### src/include/alu_ops_pkg.sv
// Package with opcodes, field positions and types of the instruction executor.
package alu_ops_pkg;
  localparam int DATA_W = 8;
  localparam int ADDR_W = 7;
  localparam int INSTR_W = 14;
  localparam int DEST_BIT = 7;
  localparam int FILE_LSB = 0;
  localparam int LIT_LSB = 0;
  localparam int OPC_LSB = 8;
  localparam int MOVLIT_LSB = 10;
  localparam int STORE_LSB = 7;
  localparam logic [7:0] WREG_RESET = 8'h00;
  localparam logic ZERO_RESET = 1'b0;
  localparam logic [5:0] OPC_DEC_SKIP_VAL = 6'h0b;
  localparam logic [5:0] OPC_INC_SKIP_VAL = 6'h0f;
  localparam logic [5:0] OPC_ORREG_VAL = 6'h04;
  localparam logic [5:0] OPC_ORLIT_VAL = 6'h38;
  localparam logic [6:0] OPC_STORE_VAL = 7'h01;
  localparam logic [3:0] OPC_MOVLIT_VAL = 4'hc;
  localparam logic [1:0] MOVLIT_DC_ZERO = 2'h0;

  typedef enum logic [2:0] {
    OP_NONE = 3'b000,
    OP_DEC_SKIP = 3'b001,
    OP_INC_SKIP = 3'b010,
    OP_OR_REG = 3'b011,
    OP_OR_LIT = 3'b100,
    OP_MOVE_LIT = 3'b101,
    OP_STORE = 3'b110
  } op_t;

  typedef struct packed {
    op_t op;
    logic dest_file;
    logic [ADDR_W-1:0] addr;
    logic [DATA_W-1:0] lit;
  } decoded_t;

  typedef struct packed {
    logic wr;
    logic [ADDR_W-1:0] addr;
    logic [DATA_W-1:0] data;
  } file_write_t;
endpackage

### src/core/op_decoder.sv
// Decoder from a 14-bit instruction word to an operation and its operands.
`timescale 1ns/10ps
module op_decoder
  import alu_ops_pkg::*;
(
  input wire logic [INSTR_W-1:0] i_instr,
  output decoded_t o_dec
);
  always_comb begin
    o_dec.op = OP_NONE;
    o_dec.dest_file = i_instr[DEST_BIT];
    o_dec.addr = i_instr[FILE_LSB +: ADDR_W];
    o_dec.lit = i_instr[LIT_LSB +: DATA_W];
    if (i_instr[INSTR_W-1:OPC_LSB] == OPC_DEC_SKIP_VAL) begin
      o_dec.op = OP_DEC_SKIP;
    end else if (i_instr[INSTR_W-1:OPC_LSB] == OPC_INC_SKIP_VAL) begin
      o_dec.op = OP_INC_SKIP;
    end else if (i_instr[INSTR_W-1:OPC_LSB] == OPC_ORREG_VAL) begin
      o_dec.op = OP_OR_REG;
    end else if (i_instr[INSTR_W-1:OPC_LSB] == OPC_ORLIT_VAL) begin
      o_dec.op = OP_OR_LIT;
    end else if (i_instr[INSTR_W-1:MOVLIT_LSB] == OPC_MOVLIT_VAL) begin
      // Don't-care bits 9:8 are ignored here; the assembler emits zeros.
      o_dec.op = OP_MOVE_LIT;
    end else if (i_instr[INSTR_W-1:STORE_LSB] == OPC_STORE_VAL) begin
      o_dec.op = OP_STORE;
    end
  end
endmodule

### src/core/alu_skip_move_core.sv
// Executor for skip-on-zero, OR and move operations of the CPU core.
//
// Contract
// - decrement file, write to working or file; zero result skips next.
// - increment file, write to destination; zero result skips next.
// - OR working with file; destination bit picks working or file.
// - OR working with 8-bit literal into working, zero flag updated.
// - load literal into working, flags untouched, don't-cares are zero.
// - store working into file at 7-bit address, flags untouched.
`timescale 1ns/10ps
module alu_skip_move_core
  import alu_ops_pkg::*;
(
  input wire logic I_CLK_SYS,
  input wire logic I_ARST_N,
  input wire logic i_ce,
  input wire logic i_instr_valid,
  input wire logic [INSTR_W-1:0] i_instr,
  input wire logic [DATA_W-1:0] i_file_rdata,
  output logic [ADDR_W-1:0] o_file_raddr,
  output file_write_t o_file_wr,
  output logic [DATA_W-1:0] o_wreg,
  output logic o_zero,
  output logic o_skip_active,
  output logic o_done
);
  decoded_t dec;
  logic skip_now;
  logic [DATA_W-1:0] result;
  logic to_file;
  logic to_wreg;
  logic sets_zero;
  logic take_skip;
  logic exec;
  logic commit;
  logic result_zero;
  logic [DATA_W-1:0] next_wreg;
  logic next_zero;
  logic next_skip;
  file_write_t next_file_wr;
  logic next_done;
  logic [ADDR_W-1:0] next_raddr;

  op_decoder u_dec (
    .i_instr(i_instr),
    .o_dec(dec)
  );

  // The file read address comes straight from the instruction word, so the
  // file data arrives in the same instruction cycle; o_file_raddr is only a
  // registered copy kept for observation.
  assign exec = i_ce && i_instr_valid;

  // A skipped slot executes as a no-op: the word in it has no effect.
  assign skip_now = o_skip_active;
  assign commit = exec && !skip_now;

  // Data path: the value that each operation produces.
  always_comb begin
    result = i_file_rdata;
    unique case (dec.op)
      OP_DEC_SKIP: begin
        result = i_file_rdata - 8'h01;
      end
      OP_INC_SKIP: begin
        result = i_file_rdata + 8'h01;
      end
      OP_OR_REG: begin
        result = o_wreg | i_file_rdata;
      end
      OP_OR_LIT: begin
        result = o_wreg | dec.lit;
      end
      OP_MOVE_LIT: begin
        result = dec.lit;
      end
      OP_STORE: begin
        result = o_wreg;
      end
      OP_NONE: begin
        result = i_file_rdata;
      end
    endcase
  end

  // One zero test feeds both the skip decision and the zero flag, so the
  // two can never disagree on what counts as a zero result.
  assign result_zero = (result == 8'h00);

  // Routing: where the result goes and which side effects it has.
  always_comb begin
    to_file = 1'b0;
    to_wreg = 1'b0;
    sets_zero = 1'b0;
    take_skip = 1'b0;
    unique case (dec.op)
      OP_DEC_SKIP: begin
        to_file = dec.dest_file;
        to_wreg = !dec.dest_file;
        take_skip = result_zero;
      end
      OP_INC_SKIP: begin
        to_file = dec.dest_file;
        to_wreg = !dec.dest_file;
        take_skip = result_zero;
      end
      OP_OR_REG: begin
        to_file = dec.dest_file;
        to_wreg = !dec.dest_file;
        sets_zero = 1'b1;
      end
      OP_OR_LIT: begin
        to_wreg = 1'b1;
        sets_zero = 1'b1;
      end
      OP_MOVE_LIT: begin
        to_wreg = 1'b1;
      end
      OP_STORE: begin
        to_file = 1'b1;
      end
      OP_NONE: begin
        // Unknown words decode here and act as no-ops.
        to_wreg = 1'b0;
      end
    endcase
  end

  always_comb begin
    if (commit && to_wreg) begin
      next_wreg = result;
    end else begin
      next_wreg = o_wreg;
    end
  end

  // Only the OR operations move the flag; skips, moves and stores keep it.
  always_comb begin
    if (commit && sets_zero) begin
      next_zero = result_zero;
    end else begin
      next_zero = o_zero;
    end
  end

  // Address and data follow every enabled cycle; only wr tells the register
  // file to take them, which keeps the write port free of extra muxing.
  always_comb begin
    next_file_wr.wr = commit && to_file;
    next_file_wr.addr = dec.addr;
    next_file_wr.data = result;
  end

  // Skip state lasts exactly the following instruction cycle, giving the
  // skipping operation its two-cycle length. The word in the skipped slot
  // clears it even if that word would skip too, so skips never chain.
  always_comb begin
    if (exec) begin
      next_skip = !skip_now && take_skip;
    end else begin
      next_skip = o_skip_active;
    end
  end

  // Skipped words still count as taken, so o_done marks every instruction
  // cycle that the fetch side spent.
  always_comb begin
    next_done = exec;
    next_raddr = dec.addr;
  end

  // Every register below holds while i_ce is low, so a stalled fetch side
  // can freeze the core without losing a pending skip.
  always_ff @(posedge I_CLK_SYS or negedge I_ARST_N) begin
    if (!I_ARST_N) begin
      o_wreg <= WREG_RESET;
    end else if (i_ce) begin
      o_wreg <= next_wreg;
    end
  end

  always_ff @(posedge I_CLK_SYS or negedge I_ARST_N) begin
    if (!I_ARST_N) begin
      o_zero <= ZERO_RESET;
    end else if (i_ce) begin
      o_zero <= next_zero;
    end
  end

  always_ff @(posedge I_CLK_SYS or negedge I_ARST_N) begin
    if (!I_ARST_N) begin
      o_file_wr <= '0;
    end else if (i_ce) begin
      o_file_wr <= next_file_wr;
    end
  end

  always_ff @(posedge I_CLK_SYS or negedge I_ARST_N) begin
    if (!I_ARST_N) begin
      o_skip_active <= 1'b0;
    end else if (i_ce) begin
      o_skip_active <= next_skip;
    end
  end

  always_ff @(posedge I_CLK_SYS or negedge I_ARST_N) begin
    if (!I_ARST_N) begin
      o_done <= 1'b0;
    end else if (i_ce) begin
      o_done <= next_done;
    end
  end

  always_ff @(posedge I_CLK_SYS or negedge I_ARST_N) begin
    if (!I_ARST_N) begin
      o_file_raddr <= '0;
    end else if (i_ce) begin
      o_file_raddr <= next_raddr;
    end
  end
endmodule

### config.mk
export PLATFORM = sky130hd
export DESIGN_NAME = alu_skip_move_core
export DESIGN_NICKNAME = d
export VERILOG_FILES = /design/src/include/alu_ops_pkg.sv /design/src/core/op_decoder.sv /design/src/core/alu_skip_move_core.sv
export SDC_FILE = /design/constraint.sdc
export NUM_CORES = 1
export LEC_CHECK = 0
export ABC_AREA = 1
export BUFFER_PORTS_ARGS = -buffer_cell sky130_fd_sc_hd__buf_2
export CORE_MARGIN = 1.5
export CORE_UTILIZATION = 47
export DETAILED_ROUTE_END_ITERATION = 10
export PLACE_DENSITY = 0.77
export SYNTH_ARGS = -nofsm -noshare
export SYNTH_HDL_FRONTEND = slang
export SYNTH_SLANG_ARGS = --single-unit
export TNS_END_PERCENT = 10
### constraint.sdc
create_clock -name I_CLK_SYS -period 1.26 [get_ports I_CLK_SYS]
set_clock_uncertainty 0.2 [all_clocks]
set_input_delay 0.126 -clock I_CLK_SYS [delete_from_list [all_inputs] [get_ports I_CLK_SYS]]
set_output_delay 0.126 -clock I_CLK_SYS [all_outputs]
set_load 0.1 [all_outputs]
# Word-level counts from Yosys, hierarchy flattened
# Cells that the tools add are included.
# Widths: inputs -> output; s select.
[op_classes]
n_addsub = 2
eq_ne = 12
muxes = 11
n_reduce_logical = 17
bitwise = 2
[op_table]
columns = ["op", "n"]
rows = [
  ["$pmux 8 s7", 1],
  ["$mux 3", 6],
  ["$or 8x8->8", 2],
  ["$eq 6x4->1 const B", 2],
  ["$eq 3x3->1 const B", 3],
  ["$add 8x1->8 const B", 1],
  ["$logic_not 8->1", 1],
  ["$sub 8x1->8 const B", 1],
  ["$eq 7x1->1 const B", 1],
  ["$eq 3x2->1 const B", 2],
  ["$eq 6x3->1 const B", 1],
  ["$eq 6x6->1 const B", 1],
  ["$logic_and 1x1->1", 6],
  ["$reduce_and 2->1", 3],
  ["$reduce_or 2->1", 3],
  ["$eq 4x4->1 const B", 1],
  ["$pmux 1 s2", 2],
  ["$eq 3x1->1 const B", 1],
  ["$logic_not 3->1", 1],
  ["$reduce_or 3->1", 1],
  ["$logic_not 1->1", 2],
  ["$mux 1", 2],
]
[word_totals]
output_inout_bits = 34
inputBits = 26
regBits = 27

# Depth between registers and ports, before layout
[logic_depth]
depth_word = 12
ltp_mapped = 16
ltp_nobuf = 16

# By module
# A second synthesis with hierarchy kept.
[unflattened]
cells_unflattened = 342
hier_area_um2 = 2210.9
[modules_own_cells]
columns = ["mod", "seq_area_each_um2", "area_per_inst_um2", "n_inst", "cells_per_inst"]
rows = [
  ["alu_skip_move_core", 675.6, 1976.9, 1, 298],
  ["op_decoder", 0.0, 234.0, 1, 44],
]

# Worst setup path after synthesis
# No wires, ideal clock.
[synth_timing]
path_type = "input to register"
from = "input i_instr[13]"
to = "register o_skip_active"
required_time_ns = 0.992
stages = 12
arrival_ns = 1.923
setup_time_ns = 0.068
path_slack_ns = -0.931
cell_sequence = "nor2_1 -> nand3_1 -> ha_1 -> a21oi_1 -> or2_2 -> nand4_1 -> a21oi_1 -> nor2_1 -> nand2_1 -> nor2_1 -> nand3_1 -> nand2_1"
[synth_between]
elab_chain_len = 12
[synth_rtl]
columns = ["item", "line", "text"]
rows = [
  ["from (decl)", "alu_skip_move_core.sv:18", "input wire logic [INSTR_W-1:0] i_instr,"],
  ["$eq 7x1->1", "op_decoder.sv:25", "end else if (i_instr[INSTR_W-1:STORE_LSB] == OPC_STORE_VAL) begin"],
  ["$mux 3", "op_decoder.sv:25", ""],
  ["$mux 3", "op_decoder.sv:22", "end else if (i_instr[INSTR_W-1:MOVLIT_LSB] == OPC_MOVLIT_VAL) begin"],
  ["$mux 3", "op_decoder.sv:20", "end else if (i_instr[INSTR_W-1:OPC_LSB] == OPC_ORLIT_VAL) begin"],
  ["$mux 3", "op_decoder.sv:18", "end else if (i_instr[INSTR_W-1:OPC_LSB] == OPC_ORREG_VAL) begin"],
  ["$mux 3", "op_decoder.sv:16", "end else if (i_instr[INSTR_W-1:OPC_LSB] == OPC_INC_SKIP_VAL) begin"],
  ["$mux 3 *", "op_decoder.sv:14", "if (i_instr[INSTR_W-1:OPC_LSB] == OPC_DEC_SKIP_VAL) begin"],
  ["$eq 3x3->1, or another cell as far along", "alu_skip_move_core.sv:61", "unique case (dec.op)"],
  ["$pmux 8 s7", "alu_skip_move_core.sv:61", ""],
  ["$logic_not 8->1", "alu_skip_move_core.sv:88", "assign result_zero = (result == 8'h00);"],
  ["$mux 1 *", "alu_skip_move_core.sv:96", "unique case (dec.op)"],
  ["$logic_and 1x1->1 *", "alu_skip_move_core.sv:159", "next_skip = !skip_now && take_skip;"],
  ["to (signal assigned)", "alu_skip_move_core.sv:202", "o_skip_active <= next_skip;"],
  ["to (decl)", "alu_skip_move_core.sv:24", "output logic o_skip_active,"],
]
# Mark *: on every way between the ends. The rest lies on a longest branch, timed or not.
# A chain may end at the register's enable or synchronous reset.

# Worst setup path in the final report
[layout_timing]
from = "input i_instr[8]"
to = "register o_file_wr[5] (netlist bit)"
[layout_between]
elab_chain_len = 9
[layout_rtl]
columns = ["item", "line", "text"]
rows = [
  ["$eq 7x1->1", "op_decoder.sv:25", ""],
  ["$mux 3", "op_decoder.sv:25", ""],
  ["$mux 3", "op_decoder.sv:22", ""],
  ["$mux 3", "op_decoder.sv:20", ""],
  ["$mux 3", "op_decoder.sv:18", ""],
  ["$mux 3", "op_decoder.sv:16", ""],
  ["$mux 3 *", "op_decoder.sv:14", ""],
  ["$eq 3x3->1, or another cell as far along", "alu_skip_move_core.sv:61", ""],
  ["$pmux 8 s7 *", "alu_skip_move_core.sv:61", ""],
  ["to (signal assigned)", "alu_skip_move_core.sv:194", "o_file_wr <= next_file_wr;"],
  ["to (decl)", "alu_skip_move_core.sv:21", "output file_write_t o_file_wr,"],
]
# Marks and branches as above.

==> results by group <==
Outcome
  – Status: complete, but fails checks
  – Failing checks: design-rule violations, negative setup slack

Clock tree
  – Htree depth: 1
  – Clock slew at the register clock pins of the worst setup and hold paths: roughly 100 ps
  – CTS sink count: 27
  – TritonCTS clock tree: yes
  – CTS buffer count: 3
  – Later-pin clock latency in the skew report: about 280 ps
  – Max Root-Sink Buffers: 2
  – CTS root buf: clkbuf_8

Route
  – DRT Wirelength: ~13,000 um
  – Via count: 3,326
  – Met1 wire length: 3950 um
  – WL per Instance: between 20 and 30 um
  – Antenna Nets Post-Route: 0
  – # DRC: ~110
  – Met3 WL post-DR: roughly 1900 um
  – Drt first pass iters: 11
  – Vias per inst: ~7
  – Highest metal used: met5
  – Metal2 WL: ~5500 um
  – DR iter-0 viols: around 900

Logic synthesis
  – Mapped Area: 1990 um2
  – Area leader, netlist: dfrtp_1
  – Synth warn: 0
  – Cell variety after synth: 24
  – Register bit total from synthesis: 27
  – Mapped Cells: approximately 300
  – Syn Nets: 330
  – Register area share after synthesis: 34.0%
  – Synth top area share: between 30% and 40%
  – Syn Area/Cell: 6.70 um2
  – Area contributors post-synth: dfrtp_1, nand2_1, nand3_1

STA
  – Worst-Margin Slew: just under 400 ps
  – Setup ws final: -1180 ps
  – Worst slew margin: 73.7%
  – Final Max Slew Viols: 0
  – Minimum clock period: about 2400 ps
  – Unrepaired setup endpoints after global routing: yes
  – Final hold slack: roughly 50 ps
  – Final setup fails: 45
  – Final hold viol count: 0
  – Period utilisation layout: 194%
  – Max frequency: roughly 0.41 GHz

Floorplan
  – Row count: 23
  – Starting Density: between 40 and 50%
  – Die Width: just under 70 um
  – Die H: 68.1 um
  – Die ar.: 4630 um2
  – Top Ports: 60
  – Core outline area: roughly 4000 um2

Layout
  – Finished Core Util: 96.1%
  – Seq. cell area: 683 um2
  – Diode count: 0
  – Fin cells: about 480
  – Multi-input gate area: about 1500 um2
  – Filler instances: between 80 and 90
  – Finished Cell Area: just under 4000 um2
  – Synthesis-to-finish area growth: 94.7%
  – Layout cells sized above 1: 49.2%
  – Final Net Count: about 460

Setup path
  – Worst Setup SP: i_instr[8]
  – CP Capture Type: flip-flop
  – Crit Path Category: in2reg
  – Crit path DAT: around 2500 ps
  – Reg2reg start: o_wreg[1]$_DFFE_PN0P_
  – Crit path launch type: input port
  – CP max FO: 4
  – Data required time of the worst path: 1270 ps

Placement
  – Dpl hpwl: ~5500 um
  – DP Area: about 3300 um2
  – Routability cong.: a little over 0.9
  – Input/output buffers: approximately 60
  – Inst Count DP: between 400 and 500

Pwr
  – Peak supply drop: between 0.001 and 0.0015 V
  – Cell area power density: between 1000 and 1500 nW/um2
  – Cell internal pwr: between 2 and 2.5 mW
  – P_leak: 1.94 nW
  – Switching pwr: around 2.5 mW
  – Sequential power share: between 20 and 25%
  – Tot Pwr: around 4.8 mW
  – Switching share of power: between 50% and 60%
  – Gate power share: between 60 and 70%
  – Clock power frac: 10.8%

Global route
  – Pin count of the biggest net entering global routing: 28
  – Initial antenna violation count: 0
  – Total GRT Usage: around 43%
  – First-pass GRT wire length: ~15,000 um
  – Vias in the first global route: about 2,900
  – Total gr overflow: 0

Worst hold path
  – Min-delay src: i_ce
  – Min-Delay Path Class: in2reg

Flow run
  – Max-cap violations: 0
## timing repair
action,in CTS,in global routing
gates resized for setup,43,46
pin swaps,27,28
endpoints found under the setup margin,42,43
hold endpoints to repair,33,0
hold buffers,7,0
setup buffers,3,8
## final cells by class
cell class	instances	area share [%]
Timing Repair Buffer	138	39.2
Sequential cell	27	17.6
Inverter	29	2.87
Clock buffer	4	1.16
Tap cell	50	1.61
Multi-Input combinational cell	229	37.5
## registers in the layout, indices dropped and copies added (netlist names)
signal,cells
o_done,1
o_file_raddr,7
o_file_wr,9
o_skip_active,1
o_wreg,8
o_zero,1
## per-stage QoR
step	setup slack (ps)	setup TNS (ps)
5_1_grt	-1220	-18200
2_1_floorplan	-638	-12040
3_3_place_gp	-957	-14760
6_report	-1180	-16920
3_5_place_dp	-1030	-15950
4_1_cts	-831	-11260
## per-layer routing
metal	vias up	global-route usage, %
met2	429	71.1
met4	2	31.5
met5	-	0
li1	1213	-
met3	213	12.5
met1	1469	48.0
## cell families (layout without fill, tap and decap cells)
group / count (synthesis) / count (layout) / synth area share, %
fa+ha+maj: 7 / 7 / 4.78
flops: 27 / 27 / 34.0
buf+inv: 41 / 171 / 9.18
compound gates: 32 / 32 / 8.55
simple gates: 186 / 186 / 41.8
xor+xnor: 4 / 4 / 1.76
## cells in the final DEF, fill, tap and decap left out, types with 4 or more instances in the layout
master / synthesis / routed
inv_1: 24 / 20
dlygate4sd3_1: 0 / 7
a21oi_2: 0 / 6
nor2_2: 0 / 5
o21ai_2: 0 / 4
buf_6: 0 / 15
nand3_2: 1 / 5
o21ai_1: 5 / 7
nor2_1: 23 / 14
buf_4: 7 / 56
inv_2: 5 / 8
o21ai_0: 13 / 6
nand3_1: 30 / 23
a21oi_1: 10 / 4
nand2_1: 109 / 93
ha_4: 0 / 6
nand4_1: 10 / 10
nand2_2: 0 / 11
dfrtp_1: 27 / 21
buf_2: 2 / 22
nand2_4: 0 / 5
buf_12: 0 / 36
nor2_4: 3 / 7
dfrtp_2: 0 / 6
nand3b_1: 5 / 5
## worst paths after layout
kind                       cells past startpoint                           to  slack, ps
max                                           17     o_file_wr[5]$_DFFE_PN0P_      -1180
min                                            4  o_file_raddr[3]$_DFFE_PN0P_         50
max reg2reg                                    8    o_skip_active$_DFFE_PN0P_       -780
min reg2reg                                    2     o_file_wr[7]$_DFFE_PN0P_        380
max in group asynchronous                      3        o_wreg[3]$_DFFE_PN0P_        380
min in group asynchronous                      3  o_file_raddr[5]$_DFFE_PN0P_        180
## critical path, stage by stage
cell     delay [ps]
buf_2           120
nand2_4          60
inv_4            90
nand3_4         110
buf_12          160
ha_4            240
nand2_4          90
nand2_2         110
a21oi_2         200
nand2_1         120
xnor2_1         160
nor2_1          260
nor2_2          110
buf_4           150
buf_4           130
buf_6           110
o21ai_2         110
## cell usage after synthesis (all sizes together)
library cell and n:
o21ai 18, xnor2 4, or2 1, o31ai 1, dfrtp 27, fa 1, nand4 10, nor3 4
ha 6, inv 29, nand2 109, nand3b 5, nor2 26, clkbuf 3, a21boi 3, buf 9
nand3 31, a21oi 10
## power by group through the flow
| stage | clock, mW | sequential (mW) | combinational [mW] |
|---|---|---|---|
| 2_1_floorplan | 0 | 2.07 | 0.563 |
| 3_3_place_gp | 0 | 1.13 | 2.62 |
| 3_5_place_dp | 0 | 1.14 | 2.67 |
| 4_1_cts | 0.499 | 1.14 | 2.82 |
| 5_1_grt | 0.547 | 1.18 | 3.21 |
| 6_report | 0.522 | 1.18 | 3.15 |
Power figures use the tool's default switching activity.
